<file path="config.mk">
export PLATFORM = sky130hd
export DESIGN_NAME = ppl_port
export DESIGN_NICKNAME = d
export VERILOG_FILES = /design/src/rtl/ppl_port_fix_note.v /design/src/rtl/ppl_fifo.v /design/src/rtl/ppl_port.v
export VERILOG_INCLUDE_DIRS = /design/src /design/src/rtl
export SDC_FILE = /design/constraint.sdc
export NUM_CORES = 1
export LEC_CHECK = 0
export BUFFER_PORTS_ARGS = -buffer_cell sky130_fd_sc_hd__buf_2
export CORE_MARGIN = 1
export CORE_UTILIZATION = 58
export DETAILED_ROUTE_END_ITERATION = 10
export PLACE_DENSITY = 0.78
export SYNTH_ARGS = -nofsm -noshare
export SYNTH_HDL_FRONTEND = slang
export SYNTH_SLANG_ARGS = --single-unit
</file>
<file path="constraint.sdc">
create_clock -name core_clk_in -period 3.9 [get_ports core_clk_in]
set_clock_uncertainty 0.05 [all_clocks]
set_input_delay 0.585 -clock core_clk_in [delete_from_list [all_inputs] [get_ports core_clk_in]]
set_output_delay 0.585 -clock core_clk_in [all_outputs]
set_load 0.03 [all_outputs]
</file>
<file path="src/rtl/ppl_defs.vh">
// Purpose: shared constants of the printer port pin logic
// Assumes: included by bare name from rtl/ppl_port.v
// Notes:   bit positions, mode codes, reset values and fifo shape
`ifndef PPL_DEFS_VH
`define PPL_DEFS_VH

// control register fields
`define PPL_CTRL_STROBE_BIT   0
`define PPL_CTRL_AUTOFD_BIT   1
`define PPL_CTRL_INIT_BIT     2
`define PPL_CTRL_SELECT_BIT   3
`define PPL_CTRL_DIR_BIT      4
`define PPL_CTRL_WIDTH        5
// init bit resets low: printer is held in initialise until software releases it
`define PPL_CTRL_RESET        5'h00

// status register fields
`define PPL_STAT_FAULT_BIT    3
`define PPL_STAT_ONLINE_BIT   4
`define PPL_STAT_PAPER_BIT    5
`define PPL_STAT_ACK_BIT      6
`define PPL_STAT_NBUSY_BIT    7
`define PPL_STAT_RESET        8'h00

// port modes
`define PPL_MODE_STD          2'h0
`define PPL_MODE_EPP          2'h1
`define PPL_MODE_ECP          2'h2

// data path
`define PPL_DATA_WIDTH        8
`define PPL_FIFO_DEPTH        16
`define PPL_FIFO_AW           4
`define PPL_DATA_RESET        8'h00

`endif

</file>
<file path="src/rtl/ppl_port_fix_note.v">
`timescale 1ns/1ps
`default_nettype none
`default_nettype wire

</file>
<file path="src/rtl/ppl_fifo.v">
// Purpose: parameterised fifo with registered read data for the port data path
// Assumes: single clock, asynchronous active-low reset
// Notes:   holds DEPTH words in memory plus one in the output register
`timescale 1ns/1ps
`default_nettype none

module ppl_fifo #(
  parameter WIDTH = 8,
  parameter DEPTH = 16,
  parameter AW    = 4
) (
  // clock and reset
  input  wire             core_clk_in,
  input  wire             resetn_in,
  // fill side
  input  wire             in_valid_in,
  input  wire [WIDTH-1:0] in_data_in,
  output wire             in_ready_out,
  // drain side
  output reg              out_valid_out,
  output reg  [WIDTH-1:0] out_data_out,
  input  wire             out_ready_in,
  // fill level of the memory part
  output reg  [AW:0]      level_out
);

  reg  [WIDTH-1:0] mem [0:DEPTH-1];
  reg  [AW-1:0]    wr_ptr;
  reg  [AW-1:0]    rd_ptr;
  wire             push;
  wire             pop;
  wire             load;

  // full only when every memory word is taken
  assign in_ready_out = (level_out != DEPTH[AW:0]);
  assign push         = in_valid_in & in_ready_out;
  assign pop          = out_valid_out & out_ready_in;
  assign load         = (level_out != {(AW+1){1'b0}}) & (~out_valid_out | pop);

  // memory write port, no reset on storage
  always @(posedge core_clk_in) begin
    if (push) begin
      mem[wr_ptr] <= in_data_in;
    end
  end

  // pointers, level and registered read stage
  always @(posedge core_clk_in or negedge resetn_in) begin
    if (!resetn_in) begin
      wr_ptr        <= {AW{1'b0}};
      rd_ptr        <= {AW{1'b0}};
      level_out     <= {(AW+1){1'b0}};
      out_valid_out <= 1'b0;
      out_data_out  <= {WIDTH{1'b0}};
    end else begin
      if (push) begin
        wr_ptr <= wr_ptr + 1'b1;
      end
      if (load) begin
        rd_ptr       <= rd_ptr + 1'b1;
        out_data_out <= mem[rd_ptr];
      end
      if (push & ~load) begin
        level_out <= level_out + 1'b1;
      end else if (load & ~push) begin
        level_out <= level_out - 1'b1;
      end
      if (load) begin
        out_valid_out <= 1'b1;
      end else if (pop) begin
        out_valid_out <= 1'b0;
      end
    end
  end

endmodule

`default_nettype wire

</file>
<file path="src/rtl/ppl_port.v">
// Purpose: pin-level logic of a printer parallel port, standard mode plus alternate pins and EPP stretch in enhanced modes
// Assumes: host logic on core_clk_in (40 MHz); printer pins are asynchronous
// Notes:   control and status are plain ports, outbound bytes pass a 17-word fifo (16 in memory, one in the output register)
`timescale 1ns/1ps
`default_nettype none
`include "ppl_defs.vh"

module ppl_port (
  // clock and reset
  input  wire                        core_clk_in,
  input  wire                        resetn_in,
  // control register write port
  input  wire                        ctrl_wr_in,
  input  wire [`PPL_CTRL_WIDTH-1:0]  ctrl_data_in,
  output reg  [`PPL_CTRL_WIDTH-1:0]  ctrl_out,
  // mode and alternate control lines for enhanced modes
  input  wire [1:0]                  port_mode_in,
  input  wire [3:0]                  alt_ctrl_in,
  // status register read value
  output reg  [7:0]                  status_out,
  // outbound byte stream from host
  input  wire                        tx_valid_in,
  input  wire [`PPL_DATA_WIDTH-1:0]  tx_data_in,
  output reg                         tx_ready_out,
  // inbound byte sampled from the cable
  output reg  [`PPL_DATA_WIDTH-1:0]  rx_data_out,
  // host cycle in progress (EPP) and open-drain channel ready
  input  wire                        host_cycle_in,
  output reg                         channel_ready_out,
  output reg                         channel_ready_oe_out,
  // printer control pins
  output reg                         printer_select_out,
  output reg                         printer_init_out,
  output reg                         auto_line_feed_out,
  output reg                         data_strobe_out,
  // printer status pins
  input  wire                        busy_in,
  input  wire                        printer_ack_in,
  input  wire                        paper_out_in,
  input  wire                        printer_online_in,
  input  wire                        printer_fault_in,
  // two-way data lines
  input  wire [`PPL_DATA_WIDTH-1:0]  port_data_lines_in,
  output reg  [`PPL_DATA_WIDTH-1:0]  port_data_lines_out,
  output reg                         port_data_lines_oe_out
);

  // synchroniser stages: first stage read only by the second
  reg  [12:0]                 pin_meta;
  reg  [12:0]                 pin_sync;
  wire                        busy_s;
  wire                        ack_s;
  wire                        paper_s;
  wire                        online_s;
  wire                        fault_s;
  wire [`PPL_DATA_WIDTH-1:0]  data_s;

  // fifo connections
  wire                        fifo_in_ready;
  wire                        fifo_out_valid;
  wire [`PPL_DATA_WIDTH-1:0]  fifo_out_data;
  wire                        fifo_out_ready;
  wire [`PPL_FIFO_AW:0]       fifo_level;

  // next values
  reg  [`PPL_CTRL_WIDTH-1:0]  next_ctrl;
  reg  [3:0]                  next_pins;
  reg                         next_stretch;
  reg                         byte_shown;
  wire                        enhanced;
  wire                        drive_out;

  // two flip-flops on every asynchronous pin input
  always @(posedge core_clk_in or negedge resetn_in) begin
    if (!resetn_in) begin
      pin_meta <= 13'h0000;
      pin_sync <= 13'h0000;
    end else begin
      pin_meta <= {port_data_lines_in, printer_fault_in, printer_online_in,
                   paper_out_in, printer_ack_in, busy_in};
      pin_sync <= pin_meta;
    end
  end

  assign busy_s   = pin_sync[0];
  assign ack_s    = pin_sync[1];
  assign paper_s  = pin_sync[2];
  assign online_s = pin_sync[3];
  assign fault_s  = pin_sync[4];
  assign data_s   = pin_sync[12:5];

  assign enhanced  = (port_mode_in == `PPL_MODE_EPP) | (port_mode_in == `PPL_MODE_ECP);
  assign drive_out = ~ctrl_out[`PPL_CTRL_DIR_BIT];

  // control register: a write lands in the next edge
  always @* begin
    next_ctrl = ctrl_out;
    if (ctrl_wr_in) begin
      next_ctrl = ctrl_data_in;
    end
  end

  // pin values derived from the next control value in standard mode so pins move with the register; enhanced modes take alt_ctrl_in
  always @* begin
    if (enhanced) begin
      next_pins = alt_ctrl_in;
    end else begin
      next_pins[3] = ~next_ctrl[`PPL_CTRL_SELECT_BIT];
      next_pins[2] =  next_ctrl[`PPL_CTRL_INIT_BIT];
      next_pins[1] = ~next_ctrl[`PPL_CTRL_AUTOFD_BIT];
      next_pins[0] = ~next_ctrl[`PPL_CTRL_STROBE_BIT];
    end
  end

  // control register and control pins
  always @(posedge core_clk_in or negedge resetn_in) begin
    if (!resetn_in) begin
      ctrl_out           <= `PPL_CTRL_RESET;
      printer_select_out <= 1'b1;
      printer_init_out   <= 1'b0;
      auto_line_feed_out <= 1'b1;
      data_strobe_out    <= 1'b1;
    end else begin
      ctrl_out           <= next_ctrl;
      printer_select_out <= next_pins[3];
      printer_init_out   <= next_pins[2];
      auto_line_feed_out <= next_pins[1];
      data_strobe_out    <= next_pins[0];
    end
  end

  // status register from synchronised pins; bits 2..0 read zero
  always @(posedge core_clk_in or negedge resetn_in) begin
    if (!resetn_in) begin
      status_out <= `PPL_STAT_RESET;
    end else begin
      status_out                      <= 8'h00;
      status_out[`PPL_STAT_NBUSY_BIT] <= ~busy_s;
      status_out[`PPL_STAT_ACK_BIT]   <= ack_s;
      status_out[`PPL_STAT_PAPER_BIT] <= paper_s;
      status_out[`PPL_STAT_ONLINE_BIT] <= online_s;
      status_out[`PPL_STAT_FAULT_BIT] <= fault_s;
    end
  end

  // outbound byte buffer
  ppl_fifo #(
    .WIDTH (`PPL_DATA_WIDTH),
    .DEPTH (`PPL_FIFO_DEPTH),
    .AW    (`PPL_FIFO_AW)
  ) u_fifo (
    .core_clk_in   (core_clk_in),
    .resetn_in     (resetn_in),
    .in_valid_in   (tx_valid_in),
    .in_data_in    (tx_data_in),
    .in_ready_out  (fifo_in_ready),
    .out_valid_out (fifo_out_valid),
    .out_data_out  (fifo_out_data),
    .out_ready_in  (fifo_out_ready),
    .level_out     (fifo_level)
  );

  // one byte per strobe: a shown byte stays on the lines until software pulses the strobe bit
  always @(posedge core_clk_in or negedge resetn_in) begin
    if (!resetn_in) begin
      byte_shown <= 1'b0;
    end else if (fifo_out_valid & fifo_out_ready) begin
      byte_shown <= 1'b1;
    end else if (ctrl_out[`PPL_CTRL_STROBE_BIT]) begin
      byte_shown <= 1'b0;
    end
  end

  // a byte moves to the lines only while driving, printer idle, strobe released, last one strobed
  assign fifo_out_ready = drive_out & ~busy_s & ~ctrl_out[`PPL_CTRL_STROBE_BIT] &
                          ~byte_shown;

  // data lines: drive from the buffer or sample the cable
  always @(posedge core_clk_in or negedge resetn_in) begin
    if (!resetn_in) begin
      port_data_lines_out    <= `PPL_DATA_RESET;
      port_data_lines_oe_out <= 1'b0;
      rx_data_out            <= `PPL_DATA_RESET;
      tx_ready_out           <= 1'b0;
    end else begin
      port_data_lines_oe_out <= next_ctrl[`PPL_CTRL_DIR_BIT] == 1'b0;
      if (fifo_out_valid & fifo_out_ready) begin
        port_data_lines_out <= fifo_out_data;
      end
      rx_data_out  <= data_s;
      tx_ready_out <= fifo_in_ready & ~(tx_valid_in & (fifo_level == 5'h0f));
    end
  end

  // stretch a host cycle in EPP mode while the buffer cannot take a byte
  always @* begin
    next_stretch = 1'b0;
    if ((port_mode_in == `PPL_MODE_EPP) & host_cycle_in) begin
      next_stretch = ~fifo_in_ready | ~tx_ready_out;
    end
  end

  // open drain: only ever drives low, pull-up holds it high otherwise
  always @(posedge core_clk_in or negedge resetn_in) begin
    if (!resetn_in) begin
      channel_ready_out    <= 1'b0;
      channel_ready_oe_out <= 1'b0;
    end else begin
      channel_ready_out    <= 1'b0;
      channel_ready_oe_out <= next_stretch;
    end
  end

endmodule

`default_nettype wire

</file>
-- Word-level counts from Yosys, hierarchy flattened
Memory sizes are Yosys's and may differ from the RTL's. A register that Yosys moved wholly into a read port is not among the register bits.
Cells that the tools add are included.
- register bits after elaboration: 74
- latch bits: 0
- bits in writable memories: 128
- ROM bits: 0
- bits of input ports: 37
- output and inout bits: 37
- memories kept: 1
- add/sub/neg operators: 4
- multiply operators: 0
- div/mod/pow operators: 0
- magnitude comparators: 0
- equality and inequality tests: 4
- shift operators: 0
- muxes and demuxes: 11
- bitwise gates (word level): 28
- reductions and logical operators: 5
- memories (memory ; depth ; bits a word ; read ports ; clocked after Yosys merged registers in ; wr ports ; line ; source):
    u_fifo.mem ; 16 ; 8 ; 1 ; 1 ; 1 ; ppl_fifo.v:27 ; reg [WIDTH-1:0] mem [0:DEPTH-1];
- operators by type and width (cell ; number):
    $mux 5 ; 3
    $not 1->1 ; 14
    $and 1x1->1 ; 11
    $add 4x1->4 const B ; 2
    $mux 1 ; 7
    $reduce_bool 2->1 ; 3
    $add 5x1->5 const B ; 1
    $eq 5x4->1 const B ; 1
    $ne 5x5->1 const B ; 1
    $reduce_bool 5->1 ; 1
    $sub 5x1->5 const B ; 1
    $mux 4 ; 1
    $or 1x1->1 ; 3
    $eq 2x1->1 const B ; 1
    $eq 2x2->1 const B ; 1
    $logic_not 1->1 ; 1

-- Logic depth before layout (Yosys ltp)
Gate-level depths: netlist (run 1).
- word-level depth: 10
- gate-level depth with buffers: 11
- gate-level depth less buffers: 10

-- Cells and area by module
A second synthesis (run 1) with hierarchy kept.
- cell total of the unflattened synthesis: 412
- area, all modules: 7887.6 µm²
- by module, submodules not included (module ; times used ; cells an instance ; area each (µm²)):
    ppl_fifo ; 1 ; 314 ; 6058.3
    ppl_port ; 1 ; 98 ; 1829.3

-- Least setup slack after synthesis (run 1)
Ideal clock, no wire load.
- path kind: register -> register
- from: register u_fifo.level_out[1]
- to: register u_fifo.level_out[4]
- library setup time: 80 ps
- arrival time: 2558 ps
- data required time: 3770 ps
- path slack: 1212 ps
- cell stages (with the launch flop): 11
- path buffers: 1
- cells stage by stage: dfrtp_1 -> or4_1 -> o21ai_2 -> buf_4 -> ha_1 -> inv_1 -> ha_1 -> a21o_1 -> a21oi_1 -> mux2i_1 -> xnor2_1
- word-level cells in the longest chain between the ends: 5
- elaborated cells between the ends (all ways): 13
- those cells by class: add/sub: 2; eq/ne: 1; mux: 2; bitwise: 6; reduce/logical: 2
- RTL lines (element ; line ; source):
    from (decl) ; ppl_fifo.v:24 ; output reg [AW:0] level_out
    from (signal assigned) ; ppl_fifo.v:52 ; level_out <= {(AW+1){1'b0}};
    from (signal assigned) ; ppl_fifo.v:64 ; level_out <= level_out + 1'b1;
    from (signal assigned) ; ppl_fifo.v:66 ; level_out <= level_out - 1'b1;
    branches (longest 5 deep; another with $sub 5x1->5) ; - ;
Parallel ways; which one is timed is not known. The select of a mux whose other input is x is not followed.
A chain may end at the register's enable or synchronous reset.

-- Worst setup path after layout (run 1)
Ends and elaborated chain as after synthesis.

==> key figures, run 1 <==
Final layout
  • P&R area growth vs syn: 14.16%
  • Layout fillers: 869
  • Antenna cells: 0
  • Net count, final: 553
  • Fraction of layout cells with a size suffix above 1: 0.2890

Drt
  • Drt total wl: 13,050 µm
  • Vias/cell: 5.538
  • Initial DRC count: 309
  • Drt wl/cell: 18.78 µm
  • Post-route ant nets: 0
  • # DRC: 0
  • Pre-antenna DRT Iters: 5
  • Vias post-DR: 3,849

Run status
  • Status: finished clean

Clock tree
  • Post-CTS sizing: 0
  • Total number of H-tree levels: 1
  • CTS Buf Count: 21
  • Num Clock Sinks: 210
  • Hold_buf cts: 0
  • Clock transition at the registers of the reported paths: 0.06 ns
  • Clock tree buffer depth: 3
  • Worst-Skew Late Latency: 0.48 ns
  • Setup Buffers After CTS: 0
  • CTS tree: built
  • Root Buffer: clkbuf_16

Place
  • Port-buffer cells: 69
  • DP HPWL: 8541 µm
  • Gpl congestion: 0.8144
  • Place WS: 0.9571 ns

Min path
  • Worst Hold Class: in2reg
  • Hold path depth: 1

Yosys
  • Synth Instances: 423
  • Count leader, synth: edfxtp_1
  • Mapped Area: 0.007935 mm²
  • Leading area contributor after synthesis: edfxtp_1
  • Most used flip-flop cell after synthesis: edfxtp_1
  • Synth cell types: 37
  • Synth top cells by count: edfxtp_1, dfrtp_1, nand2_1
  • Area contributors post-synth: edfxtp_1, dfrtp_1, mux4_1
  • Post-synth EDFFs: 128
  • Yosys warning count: 0
  • Syn avg cell area: 18.76 µm²
  • Post-synthesis sequential area ratio: 0.7435
  • Synth async-reset ratio: 0.3905
  • Area share of the largest cell type after synthesis: 0.4844
  • FF+latch count, synth: 210

Worst setup path
  • Reg2Reg Depth: 10
  • Critical path class: reg2reg
  • WP data required: 4.24 ns
  • R2R setup slack: 0.92 ns
  • CP Capture Type: flip-flop
  • Critical Path Fanout Max: 21
  • Worst path arrival time: 3.33 ns
  • Setup crit start kind: flip-flop

Global route
  • First-pass GRT wire length: 20,950 µm
  • Grt total ovfl: 0
  • Vias in the first global route: 4,023
  • Initial antenna violation count: 0
  • Tot GR Track Use: 0.1954
  • Largest net degree at the start of global routing: 83

STA
  • Fin. max-slew vios: 0
  • Setup total negative slack: 0 ns
  • Final worst setup slack: 0.9179 ns
  • Min Clock Period, post-route: 2.982 ns
  • Slew headroom: 0.2987
  • RSZ-0062 raised after global routing: false
  • Final setup violation count: 0
  • FMAX: 335.3 MHz
  • Final Hold Vio Count: 0
  • Final period utilization: 0.7646
  • Slew @ Worst Pin: 1.052 ns

Die
  • # IOs: 74
  • Starting Density: 0.5968
  • Site row count: 42
  • Core Region: 0.01330 mm²
  • Die span in x: 119.0 µm
  • Die Area: 0.01415 mm²
  • Chip height: 119.0 µm

Power and ir drop
  • P_leak: 3.549 nW
  • Power consumption: 6.327 mW
  • PwrDens: 698.4 mW/mm²
  • Peak supply drop: 0.5522 mV

Job
  • # Max-Cap Violations: 0
## through the flow
stage	cells	hold WS [ns]	area [µm²]	util
final	695	0.1531	9059	0.6813
after global routing	695	0.1436	9059	0.6813
after CTS	695	0.1392	9059	0.6813
after detailed placement	658	0.2847	8409	0.6325
after global placement	658	0.2815	8409	0.6325
after floorplan	426	0.2394	7946	-
## metal layers
layer  vias to the layer above  global-route usage  wire length (µm)
li1                       1746                   -                 -
met1                      1947              0.2620              5423
met2                       134              0.3308              6613
met3                        22             0.03352               715
met4                         0             0.06092               297
met5                         -                   0                 0
## state kept, by name, indices dropped and copies added, names as in the netlist
signal,count
u_fifo.mem,128
u_fifo.out_data_out,8
printer_init_out,1
tx_ready_out,1
u_fifo.wr_ptr,4
pin_sync,13
status_out,5
port_data_lines_out,8
byte_shown,1
u_fifo.out_valid_out,1
port_data_lines_oe_out,1
printer_select_out,1
pin_meta,13
channel_ready_oe_out,1
data_strobe_out,1
u_fifo.level_out,5
auto_line_feed_out,1
ctrl_out,5
rx_data_out,8
u_fifo.rd_ptr,4
## final cells by class
type                            count  area, µm²  share of cell area
Multi-Input combinational cell    180       1821              0.2010
Inverter                           14      52.55            0.005801
Tap cell                          176      220.2             0.02431
Timing Repair Buffer               78      415.4             0.04586
Clock buffer                       34      634.4             0.07003
Sequential cell                   210       5901              0.6514
Clock inverter                      3      15.01            0.001657
## layout by cell type, fill, tap and decap left out, drive strengths merged, types with 2 or more instances in the layout
| master | instances |
|---|---|
| mux2 | 22 |
| mux4 | 32 |
| inv | 14 |
| buf | 78 |
| nor3 | 4 |
| conb | 4 |
| o21ai | 22 |
| clkinv | 3 |
| nand2b | 3 |
| dfrtp | 79 |
| ha | 10 |
| edfxtp | 128 |
| xnor2 | 6 |
| nor4 | 2 |
| nand2 | 29 |
| a21oi | 3 |
| nor2 | 17 |
| dfstp | 3 |
| mux2i | 13 |
| clkbuf | 34 |
| a21o | 2 |
| xor2 | 4 |
## cells by family (layout without fill, tap and decap cells)
family,count (synthesis),after routing,share of synthesized area
AND/OR/NAND/NOR,60,60,0.03248
XOR/XNOR,10,10,0.01104
other,1,4,0.0004726
multiplexers,67,67,0.1465
flip-flops,210,210,0.7435
buffers and inverters,36,129,0.02854
adder cells (fa/ha/maj),11,11,0.01829
AO/OA/AOI/OAI,28,28,0.01924
## worst max-delay path, stage by stage (launching register included)
cell and delay (ns):
dfrtp_1 0.42, or4_1 0.59, o21ai_2 0.14, buf_4 0.24, ha_1 0.24, inv_1 0.11
ha_1 0.34, a21o_1 0.20, a21oi_1 0.19, mux2i_1 0.25, xnor2_1 0.13
## final timing paths
path	end	start
min in group asynchronous	status_out[3]	resetn_in
min reg2reg	pin_sync[5]	pin_meta[5]
max	u_fifo.level_out[4]	u_fifo.level_out[1]
max reg2reg	u_fifo.level_out[4]	u_fifo.level_out[1]
max in group asynchronous	u_fifo.rd_ptr[0]	resetn_in
min	pin_meta[1]	printer_ack_in
## power breakdown
| group | switching (mW) | internal [mW] | leakage, nW |
|---|---|---|---|
| clock network | 0.751 | 1.11 | 0.322 |
| registers | 0.296 | 2.69 | 2.12 |
| logic | 0.762 | 0.719 | 1.11 |
| total | 1.81 | 4.52 | 3.55 |
Power figures use the tool's default switching activity.
==> run 2: changes to the inputs <==
==> constraint.sdc (replaced) <==
create_clock -name core_clk_in -period 2.8 [get_ports core_clk_in]
set_clock_uncertainty 0.05 [all_clocks]
set_input_delay 0.42 -clock core_clk_in [delete_from_list [all_inputs] [get_ports core_clk_in]]
set_output_delay 0.42 -clock core_clk_in [all_outputs]
set_load 0.03 [all_outputs]
==> run 2 against run 1 <==
Global-route usage grew 0.68 points. Worst setup slack lost 0.76 ns. Non-clock buffer count grew 24. Sequential cell count is the same. Register-to-register slack lost 0.76 ns. Largest power group unchanged. Sequential share of layout area shrank 1.9 points.
==> key figures, run 2 (synthesized netlist as in run 1, its figures left out) <==
Power and ir drop
  • Power consumption: 8.957 mW (was 6.327 mW)
  • P_leak: 3.673 nW (was 3.549 nW)
  • PwrDens: 959.2 mW/mm² (was 698.4 mW/mm²)
  • Peak supply drop: 0.5484 mV (was 0.5522 mV)

Clock tree
  • Clock transition at the registers of the reported paths: 0.06 ns (about the same)
  • Worst-Skew Late Latency: 0.48 ns (about the same)
  • Num Clock Sinks: 210 (unchanged)
  • Total number of H-tree levels: 1 (unchanged)
  • Root Buffer: clkbuf_16 (unchanged)
  • CTS tree: built (unchanged)
  • CTS Buf Count: 21 (unchanged)
  • Clock tree buffer depth: 3 (unchanged)

Final layout
  • P&R area growth vs syn: 17.68% (was 14.16%)
  • Net count, final: 577 (was 553)
  • Biggest regs: u_fifo.mem: 128 flops, pin_meta: 13 flops, pin_sync: 13 flops (unchanged)
  • Fin cells: 719 (was 695)
  • Biggest register: u_fifo.mem (unchanged)
  • Post-route cell area: 0.009338 mm² (was 0.009059 mm²)
  • Antenna cells: 0 (unchanged)
  • Fraction of layout cells with a size suffix above 1: 0.3094 (was 0.2890)
  • Max reg flops: 128 (unchanged)
  • Commonest non-fill, non-tap cell in the layout: edfxtp_1 (unchanged)
  • Highest-count cells in the layout ignoring fill and taps: edfxtp_1, dfrtp_1, buf_2 (unchanged)

Place
  • Gpl congestion: 0.7601 (was 0.8144)
  • DP Area: 0.008497 mm² (was 0.008409 mm²)
  • Placed Cells: 668 (was 658)
  • Port-buffer cells: 69 (unchanged)
  • DP HPWL: 8616 µm (was 8541 µm)

Drt
  • # DRC: 0 (unchanged)
  • Post-route ant nets: 0 (unchanged)
  • Vias post-DR: 3,909 (was 3,849)
  • Vias/cell: 5.437 (was 5.538)
  • Pre-antenna DRT Iters: 4 (was 5)
  • Drt total wl: 13,600 µm (was 13,050 µm)
  • Drt wl/cell: 18.91 µm (was 18.78 µm)
  • Initial DRC count: 302 (was 309)

Worst setup path
  • Top delay family on crit path: compound AO/OA/AOI/OAI gates (was simple AND/OR/NAND/NOR gates)
  • Setup crit start kind: flip-flop (unchanged)
  • Worst path arrival time: 2.95 ns (was 3.33 ns)
  • Critical path class: reg2reg (unchanged)
  • Critical Path Fanout Max: 5 (was 21)
  • Worst path max stage delay: 0.56 ns (was 0.59 ns)
  • WP data required: 3.10 ns (was 4.24 ns)
  • CP Capture Type: flip-flop (unchanged)
  • Worst path cell trace: or4_4 -> o21ai_2 -> ha_2 -> inv_1 -> ha_1 -> a21o_1 -> a21oi_1 -> xor2_1 -> o21ai_0 (was or4_1 -> o21ai_2 -> buf_4 -> ha_1 -> inv_1 -> ha_1 -> a21o_1 -> a21oi_1 -> mux2i_1 -> xnor2_1)
  • Max stage delay cell, worst path: or4_4 (was or4_1)
  • Buffers plus inverters on the worst setup path: 1 (was 2)

STA
  • Min Clock Period, post-route: 2.643 ns (was 2.982 ns)
  • Final Hold Vio Count: 0 (unchanged)
  • Slew headroom: 0.2009 (was 0.2987)
  • Final period utilization: 0.9440 (was 0.7646)
  • FMAX: 378.3 MHz (was 335.3 MHz)
  • Final setup violation count: 0 (unchanged)
  • Setup total negative slack: 0 ns (unchanged)
  • RSZ-0062 raised after global routing: false (unchanged)
  • Slew @ Worst Pin: 1.189 ns (was 1.052 ns)
  • Fin. max-slew vios: 0 (unchanged)

Global route
  • Tot GR Track Use: 0.2023 (was 0.1954)
  • Grt total ovfl: 0 (unchanged)
  • Initial antenna violation count: 0 (unchanged)
  • Largest net degree at the start of global routing: 50 (was 83)
  • Vias in the first global route: 4,076 (was 4,023)
  • First-pass GRT wire length: 21,580 µm (was 20,950 µm)

Die
  • Site row count: 42 (unchanged)
  • Die span in x: 119.0 µm (unchanged)
  • Die Area: 0.01415 mm² (unchanged)
  • Chip height: 119.0 µm (unchanged)
  • # IOs: 74 (unchanged)
  • Starting Density: 0.5968 (unchanged)
  • Core Region: 0.01330 mm² (unchanged)

Job
  • # Max-Cap Violations: 0 (unchanged)

Run status
  • Status: finished clean (unchanged)

Min path
  • Worst Hold Class: in2reg (unchanged)
## run 2: report_power, final
part,total [mW],switching [mW],internal [mW]
registers,4.06,0.312,3.75
logic,2.25,1.18,1.07
clock network,2.64,1.07,1.57
## run 2: area by class of cell
cell class	instances	area, µm²
clock buffer	30	631.9
sequential	210	5903
timing repair buffer	102	643.1
clock inverter	7	38.79
tap	176	220.2
inverter	14	52.55
multi-input combinational	180	1848
fill	840	3958
## run 2: path summary, 6_finish.rpt
check | from | end | slack [ns] | depth (start not counted)
worst max-delay path | u_fifo.level_out[1] | u_fifo.level_out[3] | 0.16 | 9
worst min-delay path | alt_ctrl_in[0] | data_strobe_out | 0.09 | 3
worst max register to register | u_fifo.level_out[1] | u_fifo.level_out[3] | 0.16 | 9
worst min register to register | pin_meta[5] | pin_sync[5] | 0.29 | 0
max in group asynchronous | resetn_in | data_strobe_out | 1.55 | 3
min in group asynchronous | resetn_in | status_out[5] | 0.45 | 2
## run 2: worst min-delay path: stages
cell and delay [ns]:
buf_2 0.10, inv_1 0.04, mux2i_1 0.06
## run 2: what timing repair did
| item | in CTS | in global routing |
|---|---|---|
| buffers inserted | 0 | 0 |
| hold endpoints to repair | 58 | 0 |
| endpoints found under the setup margin | 0 | 2 |
| gates resized for setup | 0 | 8 |
| hold buffers | 14 | 0 |
## run 2: stage by stage
step / worst slack (ns) / hold WS (ns) / utilization
final: 0.1569 / 0.09338 / 0.7023
after global routing: 0.04207 / 0.09190 / 0.7023
after CTS: 0.06277 / 0.08284 / 0.7001
after detailed placement: 0.1032 / 0.2847 / 0.6391
after global placement: 0.2036 / 0.2818 / 0.6391
after floorplan: 0.1123 / 0.07441 / -
## run 2: metal layers
metal	routed length (µm)	track usage	up-vias
li1	-	-	1793
met2	6947	0.3564	116
met3	659	0.02921	25
met1	5741	0.2657	1975
met5	0	0	-
met4	250	0.05380	0
==> run 3: changes to the inputs <==
--- a/config.mk
+++ b/config.mk
@@ -11,6 +11,7 @@
 export CORE_UTILIZATION = 58
 export DETAILED_ROUTE_END_ITERATION = 10
 export PLACE_DENSITY = 0.78
+export RECOVER_POWER = 25
 export SYNTH_ARGS = -nofsm -noshare
 export SYNTH_HDL_FRONTEND = slang
 export SYNTH_SLANG_ARGS = --single-unit
==> run 3 against run 2 <==
Sequential cell count stayed put. Sequential power about the same. First-iteration DRC count rose by 0.33%. Combinational power about the same. Global-route usage did not move. Hold slack barely moved. Non-clock buffer count did not move. Final cell count stayed put. Critical path depth is the same. Register-to-register slack barely moved. Sequential share of layout area grew 0.068 points.
==> key figures, run 3 (synthesized netlist as in run 1, its figures left out) <==
Drt
  • Vias post-DR: 3,910 (was 3,909)
  • Pre-antenna DRT Iters: 4 (unchanged)
  • Post-route ant nets: 0 (unchanged)
  • # DRC: 0 (unchanged)
  • Initial DRC count: 303 (was 302)
  • Drt total wl: 13,610 µm (was 13,600 µm)
  • Drt wl/cell: 18.93 µm (was 18.91 µm)
  • Vias/cell: 5.438 (was 5.437)

Final layout
  • Biggest register: u_fifo.mem (unchanged)
  • Layout fillers: 848 (was 840)
  • Biggest regs: u_fifo.mem: 128 flops, pin_meta: 13 flops, pin_sync: 13 flops (unchanged)
  • P&R area growth vs syn: 17.55% (was 17.68%)
  • Max reg flops: 128 (unchanged)
  • Fraction of layout cells with a size suffix above 1: 0.2947 (was 0.3094)
  • Antenna cells: 0 (unchanged)
  • Post-route cell area: 0.009328 mm² (was 0.009338 mm²)
  • Highest-count cells in the layout ignoring fill and taps: edfxtp_1, dfrtp_1, buf_2 (unchanged)
  • Net count, final: 577 (unchanged)
  • Commonest non-fill, non-tap cell in the layout: edfxtp_1 (unchanged)

Global route
  • Tot GR Track Use: 0.2023 (unchanged)
  • First-pass GRT wire length: 21,580 µm (unchanged)
  • Largest net degree at the start of global routing: 50 (unchanged)
  • Initial antenna violation count: 0 (unchanged)
  • Vias in the first global route: 4,076 (unchanged)
  • Grt total ovfl: 0 (unchanged)

Die
  • Site row count: 42 (unchanged)
  • Starting Density: 0.5968 (unchanged)
  • Die span in x: 119.0 µm (unchanged)
  • # IOs: 74 (unchanged)
  • Core Region: 0.01330 mm² (unchanged)
  • Die Area: 0.01415 mm² (unchanged)
  • Chip height: 119.0 µm (unchanged)

STA
  • Setup total negative slack: 0 ns (unchanged)
  • Slew headroom: 0.1983 (was 0.2009)
  • Fin. max-slew vios: 0 (unchanged)
  • Final period utilization: 0.9440 (unchanged)
  • Final Hold Vio Count: 0 (unchanged)
  • RSZ-0062 raised after global routing: false (unchanged)
  • Min Clock Period, post-route: 2.643 ns (unchanged)
  • FMAX: 378.3 MHz (unchanged)
  • Slew @ Worst Pin: 1.193 ns (was 1.189 ns)
  • Final setup violation count: 0 (unchanged)

Place
  • Port-buffer cells: 69 (unchanged)
  • DP Area: 0.008497 mm² (unchanged)
  • DP HPWL: 8616 µm (unchanged)
  • Gpl congestion: 0.7601 (unchanged)

Power and ir drop
  • PwrDens: 960.2 mW/mm² (was 959.2 mW/mm²)
  • P_leak: 3.651 nW (was 3.673 nW)
  • Peak supply drop: 0.5492 mV (was 0.5484 mV)

Worst setup path
  • R2R Path Start: u_fifo.level_out[1] (unchanged)
  • R2R setup slack: 0.16 ns (about the same)
  • CP Capture Type: flip-flop (unchanged)
  • Reg2Reg Depth: 9 (unchanged)
  • Setup crit start kind: flip-flop (unchanged)
  • Worst path arrival time: 2.95 ns (about the same)
  • Crit Reg-Reg Endpoint: u_fifo.level_out[3] (unchanged)
  • WP data required: 3.10 ns (about the same)
  • Critical path class: reg2reg (unchanged)
  • Critical Path Fanout Max: 5 (unchanged)

Clock tree
  • CTS tree: built (unchanged)
  • Clock tree buffer depth: 3 (unchanged)
  • Worst-Skew Late Latency: 0.48 ns (about the same)
  • Clock transition at the registers of the reported paths: 0.06 ns (about the same)
  • Num Clock Sinks: 210 (unchanged)
  • Root Buffer: clkbuf_16 (unchanged)
  • Total number of H-tree levels: 1 (unchanged)
  • CTS Buf Count: 21 (unchanged)

Job
  • # Max-Cap Violations: 0 (unchanged)

Min path
  • Hold Path End: data_strobe_out (unchanged)
  • Hold path depth: 3 (unchanged)
  • HP Start: alt_ctrl_in[0] (unchanged)
  • Worst Hold Class: in2reg (unchanged)

Run status
  • Status: finished clean (unchanged)
-- run 3: power breakdown --
group | internal (mW) | leakage [nW] | switching (mW)
Clock | 1.57 | 0.329 | 1.07
Sequential | 3.75 | 2.12 | 0.313
Combinational | 1.07 | 1.20 | 1.18
Total | 6.39 | 3.65 | 2.57
-- run 3: cell type report --
type	count	area, µm²	area share
clock buffers	30	631.9	0.06774
clock inverters	7	38.79	0.004158
well taps	176	220.2	0.02361
repair buffers	102	633.1	0.06787
flip-flops and latches	210	5903	0.6329
inverters	14	52.55	0.005634
multi-input cells	180	1848	0.1981
-- run 3: worst max path at each step --
stage | from | endpoint | slack [ns] | cells after the start
floorplan | u_fifo.level_out[1] | u_fifo.level_out[4] | 0.11 | 10
global placement | u_fifo.level_out[1] | u_fifo.level_out[4] | 0.20 | 9
detailed placement | u_fifo.level_out[0] | u_fifo.level_out[4] | 0.10 | 10
CTS | u_fifo.level_out[0] | u_fifo.level_out[4] | 0.06 | 9
global route | u_fifo.level_out[1] | u_fifo.level_out[3] | 0.04 | 9
finish | u_fifo.level_out[1] | u_fifo.level_out[3] | 0.16 | 9
-- run 3: metrics by stage --
stage	setup slack, ns	total power [mW]	hold slack, ns	utilization	cells
floorplan	0.1123	5.773	0.07441	-	426
global placement	0.2036	6.227	0.2818	0.6391	668
detailed placement	0.1032	6.328	0.2847	0.6391	668
CTS	0.06277	9.014	0.08284	0.7001	719
global route	0.04207	9.406	0.09190	0.7016	719
finish	0.1569	8.957	0.09338	0.7016	719
-- run 3: routing by layer --
layer,vias up,part of all wire,global-route usage
met3,25,0.048,0.02921
met2,110,0.51,0.3564
met1,1982,0.42,0.2657
met5,-,0,0
met4,0,0.018,0.05380
li1,1793,-,-
-- run 3: worst max-delay path, stage by stage (launching register included) --
cell and delay (ns):
dfrtp_2 0.44, or4_4 0.56, o21ai_2 0.17, ha_2 0.23, inv_1 0.11, ha_1 0.33
a21o_1 0.19, a21oi_1 0.18, xor2_1 0.16, o21ai_0 0.09
-- run 3: repair_timing --
action / CTS / global route
hold endpoints to repair: 58 / 0
endpoints found under the setup margin: 0 / 2
gates resized for setup: 0 / 8
hold buffers: 14 / 0
buffers inserted: 0 / 0
